===== config.mk =====
export PLATFORM = sky130hd
export DESIGN_NAME = mbs_ctrl
export DESIGN_NICKNAME = d
export VERILOG_FILES = /design/src/hdl/mbs_pkg.sv /design/src/hdl/mbs_ctrl.sv
export VERILOG_INCLUDE_DIRS = /design/src /design/src/hdl
export SDC_FILE = /design/constraint.sdc
export NUM_CORES = 1
export LEC_CHECK = 0
export BUFFER_PORTS_ARGS = -buffer_cell sky130_fd_sc_hd__buf_2
export CAP_MARGIN = 20
export CORE_AREA = 2 2 189 144
export DETAILED_ROUTE_END_ITERATION = 10
export DIE_AREA = 0 0 191 146
export HOLD_SLACK_MARGIN = 0.03
export PLACE_DENSITY = 0.74
export SLEW_MARGIN = 10
export SYNTH_ARGS = -nofsm -noshare
export SYNTH_HDL_FRONTEND = slang
export SYNTH_SLANG_ARGS = --single-unit

===== constraint.sdc =====
create_clock -name MCLK -period 3.7 [get_ports MCLK]
set_input_delay 0.37 -clock MCLK [delete_from_list [all_inputs] [get_ports MCLK]]
set_output_delay 0.37 -clock MCLK [all_outputs]
set_load 0.05 [all_outputs]

===== src/hdl/mbs_regs.svh =====
// register offsets, field positions, reset values and timing for the modbus mode controller
`ifndef MBS_REGS_SVH
`define MBS_REGS_SVH
// apb byte offsets
`define MBS_OFF_STATUS 8'h00
`define MBS_OFF_SETUP 8'h04
`define MBS_OFF_CMD 8'h08
`define MBS_OFF_MBADDR 8'h0c
// status fields
`define MBS_ST_ACTIVE 8
`define MBS_ST_BUSY 9
`define MBS_ST_MBEN 10
`define MBS_ST_DFLT 11
// command register fields and opcodes
`define MBS_CMD_OP_LSB 0
`define MBS_CMD_HI_LSB 8
`define MBS_CMD_LO_LSB 16
`define MBS_OP_ENABLE 4'h1
`define MBS_OP_DISABLE 4'h2
`define MBS_OP_RESET 4'h3
// setup word: byte one in [7:0], byte two in [15:8]
`define MBS_SU_BAUD_LSB 8
`define MBS_SU_PAR_LSB 13
`define MBS_SETUP_RST 16'h0731
`define MBS_MBEN_RST 1'b0
`define MBS_MBADDR_RST 8'h01
// line settings forced while the default-mode pin is grounded
`define MBS_BAUD_300 4'h7
`define MBS_PAR_NONE1 2'h0
// function and exception codes
`define MBS_FN_PRESET 8'h06
`define MBS_FN_COILS 8'h0f
`define MBS_EXC_FUNC 8'h01
`define MBS_EXC_ADDR 8'h02
`define MBS_EXC_VALUE 8'h03
`define MBS_EXC_BUSY 8'h06
`define MBS_EXC_FLAG 8'h80
// frame lengths, buffer depth, coil count and crc constants
`define MBS_LEN_PRESET 4'h8
`define MBS_LEN_COILS 4'ha
`define MBS_LEN_MIN 4'h4
`define MBS_RXB_DEPTH 4'ha
`define MBS_NUM_COILS 16'h0008
`define MBS_CRC_INIT 16'hffff
`define MBS_CRC_POLY 16'ha001
// calibration window after a reset
`define MBS_CAL_TIME_MS 3000
`define MBS_CLK_HZ 100000000
`endif


===== src/hdl/mbs_pkg.sv =====
// types for the modbus mode controller
package mbs_pkg;
    // frame handling states, one-hot
    typedef enum logic [2:0] {
        MBS_IDLE = 3'b001,
        MBS_EXEC = 3'b010,
        MBS_SEND = 3'b100
    } mbs_fsm_t;

    // serial line settings handed to the uart
    typedef struct packed {
        logic [3:0] baud;
        logic [1:0] parity;
        logic any_addr;
        logic [7:0] ascii_addr;
    } mbs_line_t;

    // apb answer
    typedef struct packed {
        logic [31:0] prdata;
        logic pready;
        logic pslverr;
    } mbs_apb_t;

    // whole state of the controller
    typedef struct packed {
        mbs_fsm_t fsm;
        logic [9:0][7:0] rxb;
        logic [3:0] rcnt;
        logic [15:0] rcrc;
        logic [5:0][7:0] txb;
        logic [3:0] tlen;
        logic [3:0] tidx;
        logic [15:0] tcrc;
        logic tx_valid;
        logic [7:0] tx_data;
        logic suspend_pend;
        logic mb_en;
        logic [7:0] mb_addr;
        logic [15:0] setup;
        logic active;
        logic dflt_q;
        logic [31:0] cal;
        logic busy; // calibration window running, drives the busy pin
        logic [7:0] dout;
        mbs_line_t line;
        mbs_apb_t apb;
    } mbs_state_t;
endpackage


===== src/hdl/mbs_ctrl.sv =====
// modbus rtu slave command handling and protocol-mode control
//
// Functional notes
// (RULE1) preset register zero suspends into ascii
// (RULE2) ascii stays until remote reset or power
// (RULE3) valid preset request echoed unchanged
// (RULE4) coil write updates all addressed coils together
// (RULE5) output bit zero is coil one, upward
// (RULE6) master sends coils frame, value high byte zero
// (RULE7) coils reply echoes start and count, fresh crc
// (RULE8) coil address beyond seven gives exception
// (RULE9) enable command stores hex address, sets enable
// (RULE10) enabled modbus becomes active only after reset
// (RULE11) grounded default pin: ascii, 300 baud, any address
// (RULE12) disable clears enable, ascii after reset
// (RULE13) unknown function gives illegal function
// (RULE14) unsupported address gives illegal data address
// (RULE15) out of range value gives illegal data value
// (RULE16) busy exception during calibration after reset
// (RULE17) ascii address independent of modbus address
// (RULE18) baud and parity apply in both protocols
// (RULE19) setup byte two bits six five pick framing
// (RULE20) setup byte two low nibble picks baud
// (RULE21) bad crc or foreign address: no reply
// (RULE22) exception reply: address, fn|80, code, crc
//
// Chosen here: the APB register port and the address map.
`timescale 1ns/1ps
`include "mbs_regs.svh"

module mbs_ctrl #(
    parameter int CAL_CYCLES = `MBS_CAL_TIME_MS * (`MBS_CLK_HZ / 1000)
) (
    // clock and reset
    input wire logic MCLK,
    input wire logic RST,
    // apb slave
    input wire logic PSEL,
    input wire logic PENABLE,
    input wire logic PWRITE,
    input wire logic [7:0] PADDR,
    input wire logic [31:0] PWDATA,
    output logic [31:0] PRDATA,
    output logic PREADY,
    output logic PSLVERR,
    // received rtu frame bytes from the uart
    input wire logic RX_VALID,
    input wire logic [7:0] RX_DATA,
    input wire logic RX_END,
    // reply bytes to the uart
    output logic TX_VALID,
    output logic [7:0] TX_DATA,
    input wire logic TX_READY,
    // default-mode pin, low when grounded
    input wire logic DEFAULT_N,
    // digital outputs and mode status
    output logic [7:0] DOUT,
    output logic MODBUS_ACTIVE,
    output logic BUSY,
    // serial line settings
    output logic [3:0] BAUD_CODE,
    output logic [1:0] PARITY_SEL,
    output logic ANY_ADDR,
    output logic [7:0] ASCII_ADDR
);

    // one byte step of the modbus crc
    function automatic logic [15:0] crc_step(input logic [15:0] crc, input logic [7:0] b);
        logic [15:0] c;
        c = crc ^ {8'h00, b};
        for (int i = 0; i < 8; i++) begin
            c = c[0] ? ((c >> 1) ^ `MBS_CRC_POLY) : (c >> 1);
        end
        return c;
    endfunction

    // ascii hex character to nibble, top bit flags a valid digit
    function automatic logic [4:0] hex_nib(input logic [7:0] ch);
        if (ch >= 8'h30 && ch <= 8'h39) begin
            return {1'b1, 4'(ch - 8'h30)};
        end else if (ch >= 8'h41 && ch <= 8'h46) begin
            return {1'b1, 4'(ch - 8'h37)};
        end else if (ch >= 8'h61 && ch <= 8'h66) begin
            return {1'b1, 4'(ch - 8'h57)};
        end
        return 5'h00;
    endfunction

    mbs_pkg::mbs_state_t s_r; // registered state
    mbs_pkg::mbs_state_t s_nxt; // next state
    logic reset_ev; // power-up style restart of the protocol engine
    logic [7:0] exc; // exception code, zero when none
    logic [7:0] fn; // function code of the request
    logic [15:0] start; // first coil or register
    logic [15:0] cnt; // coil count or register value
    logic [15:0] mask; // coils touched by a coil write
    logic [15:0] shv; // coil value moved to its coil positions
    logic [4:0] nh; // high address digit
    logic [4:0] nl; // low address digit
    logic [3:0] nidx; // next reply byte index

    // next-state logic
    always_comb begin
        s_nxt = s_r;
        reset_ev = 1'b0;
        exc = 8'h00;
        fn = s_r.rxb[1];
        start = {s_r.rxb[2], s_r.rxb[3]};
        cnt = {s_r.rxb[4], s_r.rxb[5]};
        mask = 16'(((17'h1 << cnt[4:0]) - 17'h1) << start[3:0]);
        shv = 16'({8'h00, s_r.rxb[7]} << start[3:0]);
        nh = hex_nib(PWDATA[`MBS_CMD_HI_LSB +: 8]);
        nl = hex_nib(PWDATA[`MBS_CMD_LO_LSB +: 8]);
        nidx = s_r.tidx + 4'h1;
        s_nxt.apb.pready = 1'b0;
        s_nxt.apb.pslverr = 1'b0;
        s_nxt.dflt_q = ~DEFAULT_N;
        // calibration countdown
        if (s_r.cal != 32'h0) begin
            s_nxt.cal = s_r.cal - 32'h1;
        end
        // apb access phase: answer one cycle after penable rises
        if (PSEL && PENABLE && !s_r.apb.pready) begin
            s_nxt.apb.pready = 1'b1;
            s_nxt.apb.prdata = 32'h0;
            if (PADDR == `MBS_OFF_STATUS) begin
                s_nxt.apb.prdata[7:0] = s_r.dout;
                s_nxt.apb.prdata[`MBS_ST_ACTIVE] = s_r.active;
                s_nxt.apb.prdata[`MBS_ST_BUSY] = s_r.busy;
                s_nxt.apb.prdata[`MBS_ST_MBEN] = s_r.mb_en;
                s_nxt.apb.prdata[`MBS_ST_DFLT] = s_r.dflt_q;
            end else if (PADDR == `MBS_OFF_SETUP) begin
                s_nxt.apb.prdata[15:0] = s_r.setup;
            end else if (PADDR == `MBS_OFF_CMD) begin
                s_nxt.apb.prdata = 32'h0;
            end else if (PADDR == `MBS_OFF_MBADDR) begin
                s_nxt.apb.prdata[7:0] = s_r.mb_addr;
            end else begin
                s_nxt.apb.pslverr = 1'b1;
            end
        end
        // writes land on the edge where pready is seen high
        if (PSEL && PENABLE && s_r.apb.pready && PWRITE) begin
            if (PADDR == `MBS_OFF_SETUP) begin
                s_nxt.setup = PWDATA[15:0]; // RULE17 RULE18
            end else if (PADDR == `MBS_OFF_CMD) begin
                if (PWDATA[`MBS_CMD_OP_LSB +: 4] == `MBS_OP_ENABLE && nh[4] && nl[4]) begin
                    s_nxt.mb_en = 1'b1; // RULE9
                    s_nxt.mb_addr = {nh[3:0], nl[3:0]}; // RULE9
                end else if (PWDATA[`MBS_CMD_OP_LSB +: 4] == `MBS_OP_DISABLE) begin
                    s_nxt.mb_en = 1'b0; // RULE12
                end else if (PWDATA[`MBS_CMD_OP_LSB +: 4] == `MBS_OP_RESET) begin
                    reset_ev = 1'b1; // RULE2 RULE10
                end
            end
        end
        // frame engine
        case (s_r.fsm)
            mbs_pkg::MBS_IDLE: begin
                // gather bytes and run the crc over the whole frame
                if (RX_VALID) begin
                    if (s_r.rcnt < `MBS_RXB_DEPTH) begin
                        s_nxt.rxb[s_r.rcnt] = RX_DATA;
                    end
                    if (s_r.rcnt != 4'hf) begin
                        s_nxt.rcnt = s_r.rcnt + 4'h1;
                    end
                    s_nxt.rcrc = crc_step(s_r.rcrc, RX_DATA);
                end
                if (RX_END) begin
                    s_nxt.fsm = mbs_pkg::MBS_EXEC;
                end
            end
            mbs_pkg::MBS_EXEC: begin
                s_nxt.fsm = mbs_pkg::MBS_IDLE;
                s_nxt.rcnt = 4'h0;
                s_nxt.rcrc = `MBS_CRC_INIT;
                // frames with bad crc or a foreign address die here silently
                if (s_r.active && s_r.rcnt >= `MBS_LEN_MIN && s_r.rcrc == 16'h0
                    && s_r.rxb[0] == s_r.mb_addr) begin // RULE21
                    s_nxt.txb[0] = s_r.rxb[0];
                    s_nxt.txb[1] = fn;
                    s_nxt.txb[2] = s_r.rxb[2];
                    s_nxt.txb[3] = s_r.rxb[3];
                    s_nxt.txb[4] = s_r.rxb[4];
                    s_nxt.txb[5] = s_r.rxb[5];
                    s_nxt.tlen = 4'h6;
                    if (s_r.cal != 32'h0) begin
                        exc = `MBS_EXC_BUSY; // RULE16
                    end else if (fn == `MBS_FN_PRESET) begin
                        if (s_r.rcnt != `MBS_LEN_PRESET) begin
                            exc = `MBS_EXC_VALUE; // RULE15
                        end else if (start != 16'h0) begin
                            exc = `MBS_EXC_ADDR; // RULE14
                        end else if (cnt != 16'h0) begin
                            exc = `MBS_EXC_VALUE; // RULE15
                        end else begin
                            s_nxt.suspend_pend = 1'b1; // RULE1 RULE3
                        end
                    end else if (fn == `MBS_FN_COILS) begin
                        if (s_r.rcnt != `MBS_LEN_COILS) begin
                            exc = `MBS_EXC_VALUE; // RULE15
                        end else if (start >= `MBS_NUM_COILS || cnt > `MBS_NUM_COILS
                                     || start + cnt > `MBS_NUM_COILS) begin
                            exc = `MBS_EXC_ADDR; // RULE8 RULE14
                        end else if (cnt == 16'h0 || s_r.rxb[6] != 8'h00) begin
                            exc = `MBS_EXC_VALUE; // RULE6 RULE15
                        end else begin
                            // value bit k drives coil start+k+1, all at once
                            s_nxt.dout = (s_r.dout & ~mask[7:0]) | (shv[7:0] & mask[7:0]); // RULE4 RULE5
                        end
                    end else begin
                        exc = `MBS_EXC_FUNC; // RULE13
                    end
                    if (exc != 8'h00) begin
                        s_nxt.txb[1] = fn | `MBS_EXC_FLAG; // RULE22
                        s_nxt.txb[2] = exc; // RULE22
                        s_nxt.tlen = 4'h3;
                    end
                    s_nxt.fsm = mbs_pkg::MBS_SEND;
                    s_nxt.tidx = 4'h0;
                    s_nxt.tx_valid = 1'b1;
                    s_nxt.tx_data = s_nxt.txb[0];
                    s_nxt.tcrc = crc_step(`MBS_CRC_INIT, s_nxt.txb[0]);
                end
            end
            mbs_pkg::MBS_SEND: begin
                // reply bytes, then crc low and high; for the preset echo the fresh crc equals the request's
                if (s_r.tx_valid && TX_READY) begin
                    s_nxt.tidx = nidx;
                    if (nidx < s_r.tlen) begin
                        s_nxt.tx_data = s_r.txb[nidx[2:0]];
                        s_nxt.tcrc = crc_step(s_r.tcrc, s_r.txb[nidx[2:0]]); // RULE7
                    end else if (nidx == s_r.tlen) begin
                        s_nxt.tx_data = s_r.tcrc[7:0];
                    end else if (nidx == s_r.tlen + 4'h1) begin
                        s_nxt.tx_data = s_r.tcrc[15:8];
                    end else begin
                        s_nxt.tx_valid = 1'b0;
                        s_nxt.fsm = mbs_pkg::MBS_IDLE;
                        // suspend only once the echo has left
                        if (s_r.suspend_pend) begin
                            s_nxt.active = 1'b0; // RULE1 RULE2
                        end
                        s_nxt.suspend_pend = 1'b0;
                    end
                end
            end
            default: begin
                s_nxt.fsm = mbs_pkg::MBS_IDLE;
            end
        endcase
        // releasing the default pin restarts like a power-up
        if (s_r.dflt_q && DEFAULT_N) begin
            reset_ev = 1'b1; // RULE10 RULE12
        end
        // restart: enable takes effect only here, calibration begins
        if (reset_ev) begin
            s_nxt.active = s_nxt.mb_en; // RULE10 RULE12
            s_nxt.cal = 32'(CAL_CYCLES); // RULE16
            s_nxt.fsm = mbs_pkg::MBS_IDLE;
            s_nxt.rcnt = 4'h0;
            s_nxt.rcrc = `MBS_CRC_INIT;
            s_nxt.tx_valid = 1'b0;
            s_nxt.suspend_pend = 1'b0;
        end
        // busy flag registered so the pin comes from a flop
        s_nxt.busy = (s_nxt.cal != 32'h0); // RULE16
        // grounded default pin forces ascii at fixed settings
        if (!DEFAULT_N) begin
            s_nxt.active = 1'b0; // RULE11
            s_nxt.line.baud = `MBS_BAUD_300; // RULE11
            s_nxt.line.parity = `MBS_PAR_NONE1; // RULE11
            s_nxt.line.any_addr = 1'b1; // RULE11
        end else begin
            s_nxt.line.baud = s_nxt.setup[`MBS_SU_BAUD_LSB +: 4]; // RULE18 RULE20
            s_nxt.line.parity = s_nxt.setup[`MBS_SU_PAR_LSB +: 2]; // RULE18 RULE19
            s_nxt.line.any_addr = 1'b0;
        end
        s_nxt.line.ascii_addr = s_nxt.setup[7:0]; // RULE17
    end

    // state register, power-up values on reset
    always_ff @(posedge MCLK) begin
        if (RST) begin
            s_r <= '0;
            s_r.fsm <= mbs_pkg::MBS_IDLE;
            s_r.rcrc <= `MBS_CRC_INIT;
            s_r.tcrc <= `MBS_CRC_INIT;
            s_r.mb_en <= `MBS_MBEN_RST;
            s_r.mb_addr <= `MBS_MBADDR_RST;
            s_r.setup <= `MBS_SETUP_RST;
            s_r.active <= `MBS_MBEN_RST; // RULE10
            s_r.cal <= 32'(CAL_CYCLES); // RULE16
            s_r.busy <= (CAL_CYCLES != 0); // RULE16
            s_r.line.baud <= 4'(`MBS_SETUP_RST >> `MBS_SU_BAUD_LSB);
            s_r.line.parity <= 2'(`MBS_SETUP_RST >> `MBS_SU_PAR_LSB);
            s_r.line.ascii_addr <= 8'(`MBS_SETUP_RST);
        end else begin
            s_r <= s_nxt;
        end
    end

    // outputs straight from the state register
    assign PRDATA = s_r.apb.prdata;
    assign PREADY = s_r.apb.pready;
    assign PSLVERR = s_r.apb.pslverr;
    assign TX_VALID = s_r.tx_valid;
    assign TX_DATA = s_r.tx_data;
    assign DOUT = s_r.dout;
    assign MODBUS_ACTIVE = s_r.active;
    assign BUSY = s_r.busy;
    assign BAUD_CODE = s_r.line.baud;
    assign PARITY_SEL = s_r.line.parity;
    assign ANY_ADDR = s_r.line.any_addr;
    assign ASCII_ADDR = s_r.line.ascii_addr;

endmodule // mbs_ctrl


==> reports/results.md <==
| Stage | Item | Reported |
| --- | --- | --- |
| setup path | Maximum fanout along the worst path | 14 |
| sta | Share of the clock period used by the worst path | 0.921 |
| logic synthesis | Cell taking the most area after synthesis | sky130_fd_sc_hd__dfxtp_1 |
| setup path | Number of gates on the worst path with buffers counted | 11 |
| setup path | Largest delay share family, worst path | simple AND/OR/NAND/NOR gates |
| layout | Fraction of final layout cells sized beyond drive strength 1 | 0.132 |
| clocking | H-tree depth reported by CTS | 1 |
| detailed routing | Via count | 13000 |
| clocking | CTS root buf | sky130_fd_sc_hd__clkbuf_16 |
| floorplanning | Core outline area | 25800 µm² |
| sta | Number of slew-limit violations in the final report | 0 |
| logic synthesis | Total of flip-flops plus latches after synthesis | 260 |
| logic synthesis | Cell variety after synth | 81 |
| setup path | Worst setup EP type | flip-flop |
| sta | Worst slack on hold paths | 0.0491 ns |
| sta | Worst Skew | 0.0135 ns |
| setup path | Critical path launch point type | flip-flop |
| outcome | Result of the run | finished clean |
| min path | Hold path depth | 3 |
| logic synthesis | Number of instances in the synthesized netlist | 1765 |
| clocking | Post_cts resized | 0 |
| layout | Synthesis-to-layout area growth | 9.84% |
| logic synthesis | Number of synthesis warnings | 0 |
| logic synthesis | List of most frequent post-synthesis cells | sky130_fd_sc_hd__dfxtp_1 (260), sky130_fd_sc_hd__nand2_1 (239), sky130_fd_sc_hd__a21oi_1 (163), sky130_fd_sc_hd__nor2_1 (147), sky130_fd_sc_hd__clkbuf_1 (98) |
| placement | Setup slack after placement | 0.134 ns |
| logic synthesis | Sequential cell area fraction in the yosys report | 0.367 |
| floorplanning | Starting density of the core | 0.548 |
| layout | Final standard cell utilization of the core | 0.602 |
| global routing | First-pass GRT wire length | 63.3 mm |
| pwr | Maximum resistive drop on vdd | 0.330 mV |
| sta | Final period demand of the worst path | 3.41 ns |
| layout | Final Net Count | 1873 |
| logic synthesis | Compound-gate portion of the synthesized area | 0.159 |
| global routing | Pin count of the biggest net entering global routing | 78 |
| setup path | Required time of the critical path | 4.09 ns |
| setup path | Number of buffers and inverters on the critical path | 0 |
| detailed routing | Remaining number of nets flagged by the antenna check after routing | 0 |
| logic synthesis | Area share of the leading cell type in the synthesized netlist | 0.367 |
| floorplanning | FP Rows | 51 |
| flow run | Max-cap violation count | 0 |
| logic synthesis | Simple logic cell fraction of the synthesized area | 0.242 |
| pwr | Leakage power of the design | 5.92 nW |
| logic synthesis | Adder and majority cell fraction of the synthesized area | 0.0297 |
| logic synthesis | Synth Flop Type | sky130_fd_sc_hd__dfxtp_1 |
| sta | Peak clock frequency supported by timing | 293 MHz |
| detailed routing | Detailed-route wire length per cell | 18.3 µm |
| setup path | Crit-path cells | ha_1, fa_1, a21o_1, a21oi_1, xnor2_1, nor3_1, o2111ai_1, nor4_2, and4_2, and3_1, a311oi_1 |
| detailed routing | Detailed router's first-iteration violation count | 1278 |
| logic synthesis | Most common cell in the synthesized netlist | sky130_fd_sc_hd__dfxtp_1 |
| clocking | Buffer levels on the longest clock path | 3 |
| sta | TNS Setup | 0 ns |
| clocking | Worst skew pair latency | 0.54 ns |
| setup path | Highest cell delay on the worst timing path | 0.48 ns |
| clocking | Clk sink count | 260 |
| logic synthesis | Dominant combinational cell family by area after synthesis | simple AND/OR/NAND/NOR gates |
| setup path | Kind of critical path | flip-flop to flip-flop |
| floorplanning | Width of the chip | 191 µm |
| logic synthesis | Synth area leaders | sky130_fd_sc_hd__dfxtp_1 (37%), sky130_fd_sc_hd__nand2_1 (6.3%), sky130_fd_sc_hd__a21oi_1 (5.8%) |
| clocking | # hold bufs at CTS | 0 |
| logic synthesis | Post-Synth XOR/XNOR Area | 0.0635 |
| clocking | Total setup buffers inserted after CTS | 0 |
| detailed routing | WL final | 39.3 mm |
| global routing | Via count of the first global-routing pass | 12000 |
| detailed routing | Number of vias per cell | 6.04 |
| global routing | Number of antenna violations at the first check in global routing | 1 |
| clocking | Clock tree from TritonCTS | built |
| placement | Half-perimeter wire length after detailed placement | 28.2 mm |
| logic synthesis | Average size of a mapped cell | 8.03 µm² |
| sta | Worst slew pin tran | 0.969 ns |
| floorplanning | Die area | 27900 µm² |
| global routing | Total Routing Usage GR | 0.278 |
| global routing | Overall overflow remaining after global route | 0 |
| floorplanning | Chip height | 146 µm |
| logic synthesis | Proportion of synthesized area in mux cells | 0.0645 |
| sta | Setup WS post-layout | 0.292 ns |
| setup path | Worst Path Arrival | 3.80 ns |
| clocking | Number of CTS-inserted buffers | 26 |
| logic synthesis | Number of enable-type register cells in the synthesized netlist | 0 |
| setup path | Worst path slowest cell | sky130_fd_sc_hd__and4_2 |
| floorplanning | Number of I/O pins | 125 |
| sta | Setup violators final | 0 |
| clocking | Clock slew at the register clock pins of the worst setup and hold paths | 0.07 ns |
| placement | Number of buffers added on ports | 100 |
| placement | Final weighted congestion in routability-driven placement | 0.946 |
| logic synthesis | Fraction of synthesis flops using an asynchronous set or reset pin | 0 |
| detailed routing | DRC violations left | 0 |
| pwr | Sum of internal, switching and leakage power | 6.29 mW |
| detailed routing | DRT Pass-1 Iters | 6 |
| logic synthesis | Cell area after technology mapping | 14200 µm² |
| layout | N_diodes | 0 |
| sta | Number of failing hold endpoints at the final stage | 0 |
| sta | Unrepaired setup endpoints after global routing | false |
| pwr | Pwr dens | 404 nW/µm² |
| min path | Type of the worst min-delay path | primary input to flip-flop |
| setup path | Cell depth of the worst flop-to-flop path | 11 |
| sta | Max-Slew Margin vs Limit | 0.354 |
-- worst register-to-register path: stages (launching register included) --
cell and delay [ns]:
sky130_fd_sc_hd__dfxtp_1 0.32, sky130_fd_sc_hd__ha_1 0.23, sky130_fd_sc_hd__fa_1 0.43, sky130_fd_sc_hd__a21o_1 0.21, sky130_fd_sc_hd__a21oi_1 0.27, sky130_fd_sc_hd__xnor2_1 0.12, sky130_fd_sc_hd__nor3_1 0.20, sky130_fd_sc_hd__o2111ai_1 0.19
sky130_fd_sc_hd__nor4_2 0.45, sky130_fd_sc_hd__and4_2 0.48, sky130_fd_sc_hd__and3_1 0.28, sky130_fd_sc_hd__a311oi_1 0.10
-- layer usage --
metal,GRT usage,vias up,wire (µm)
met5,0,-,0
met4,0.0802,0,1110
met3,0.0400,86,3350
met2,0.425,529,17100
met1,0.405,6170,17700
li1,-,6180,-
-- area by class of cell --
type	count	area, µm²
clock buffer	41	778
clock inverter	7	95.1
fill	2295	10300
inverter	33	124
multi-input combinational	1308	8020
sequential	260	5200
tap	344	430
timing repair buffer	154	908
-- worst paths after layout --
kind	start	slack [ns]	to
hold reg to reg	s_r[189]	0.45	s_r[189]
setup / recovery	s_r[243]	0.29	flip-flop
setup reg to reg	s_r[243]	0.29	flip-flop
hold / removal	PWDATA[4]	0.05	s_r[96]
-- sequential cells by signal, indices dropped and copies added (netlist names), named ones only --
signal         flops
MODBUS_ACTIVE      1
PARITY_SEL         2
BAUD_CODE          4
cnt               16
fn                 8
TX_DATA            8
PREADY             1
TX_VALID           1
PRDATA            16
s_r              193
PSLVERR            1
BUSY               1
-- cells in the final DEF (no fill, tap or decap), types with 7 or more instances in the layout --
master and count:
sky130_fd_sc_hd__or4_1 7, sky130_fd_sc_hd__or3_1 10, sky130_fd_sc_hd__and3_1 14, sky130_fd_sc_hd__conb_1 16
sky130_fd_sc_hd__a211oi_1 19, sky130_fd_sc_hd__nand3b_1 20, sky130_fd_sc_hd__xor2_1 39, sky130_fd_sc_hd__a22oi_1 20
sky130_fd_sc_hd__nand2b_1 10, sky130_fd_sc_hd__and2_1 12, sky130_fd_sc_hd__inv_1 32, sky130_fd_sc_hd__xnor2_1 60
sky130_fd_sc_hd__mux2i_1 62, sky130_fd_sc_hd__o31ai_1 11, sky130_fd_sc_hd__a21oi_1 163, sky130_fd_sc_hd__buf_4 55
sky130_fd_sc_hd__nand4_1 17, sky130_fd_sc_hd__nand2_1 239, sky130_fd_sc_hd__a31oi_1 13, sky130_fd_sc_hd__clkbuf_16 27
sky130_fd_sc_hd__clkbuf_1 9, sky130_fd_sc_hd__mux4_2 10, sky130_fd_sc_hd__buf_2 99, sky130_fd_sc_hd__dfxtp_1 260
sky130_fd_sc_hd__nand3_1 94, sky130_fd_sc_hd__nor3_1 63, sky130_fd_sc_hd__nor2_1 146, sky130_fd_sc_hd__o211ai_1 16
sky130_fd_sc_hd__nor2b_1 9, sky130_fd_sc_hd__nor4_1 22, sky130_fd_sc_hd__and4_1 9, sky130_fd_sc_hd__o21ai_0 65
sky130_fd_sc_hd__ha_1 32
-- cell families (layout without fill, tap and decap cells) --
kind of cell,count (synthesis),in the layout
muxes,78,78
xor gates and xnor gates,101,101
other,1,16
adders and majority gates,33,33
buffers and inverters,212,235
AOI/OAI and AO/OA,369,369
and+or+nand+nor,711,711
DFF,260,260
-- power by group --
group,internal (mW),switching [mW]
clock,1.58,1.12
sequential,2.86,0.0638
combinational,0.232,0.425
-- through the flow --
step                      area [µm²]  std cells
final                          15600       2147
after global routing           15600       2147
after CTS                      15600       2147
after detailed placement       14700       2099
after global placement         14700       2099
after floorplan                14200       1780
No activity file was read; power rests on OpenSTA's default activity.
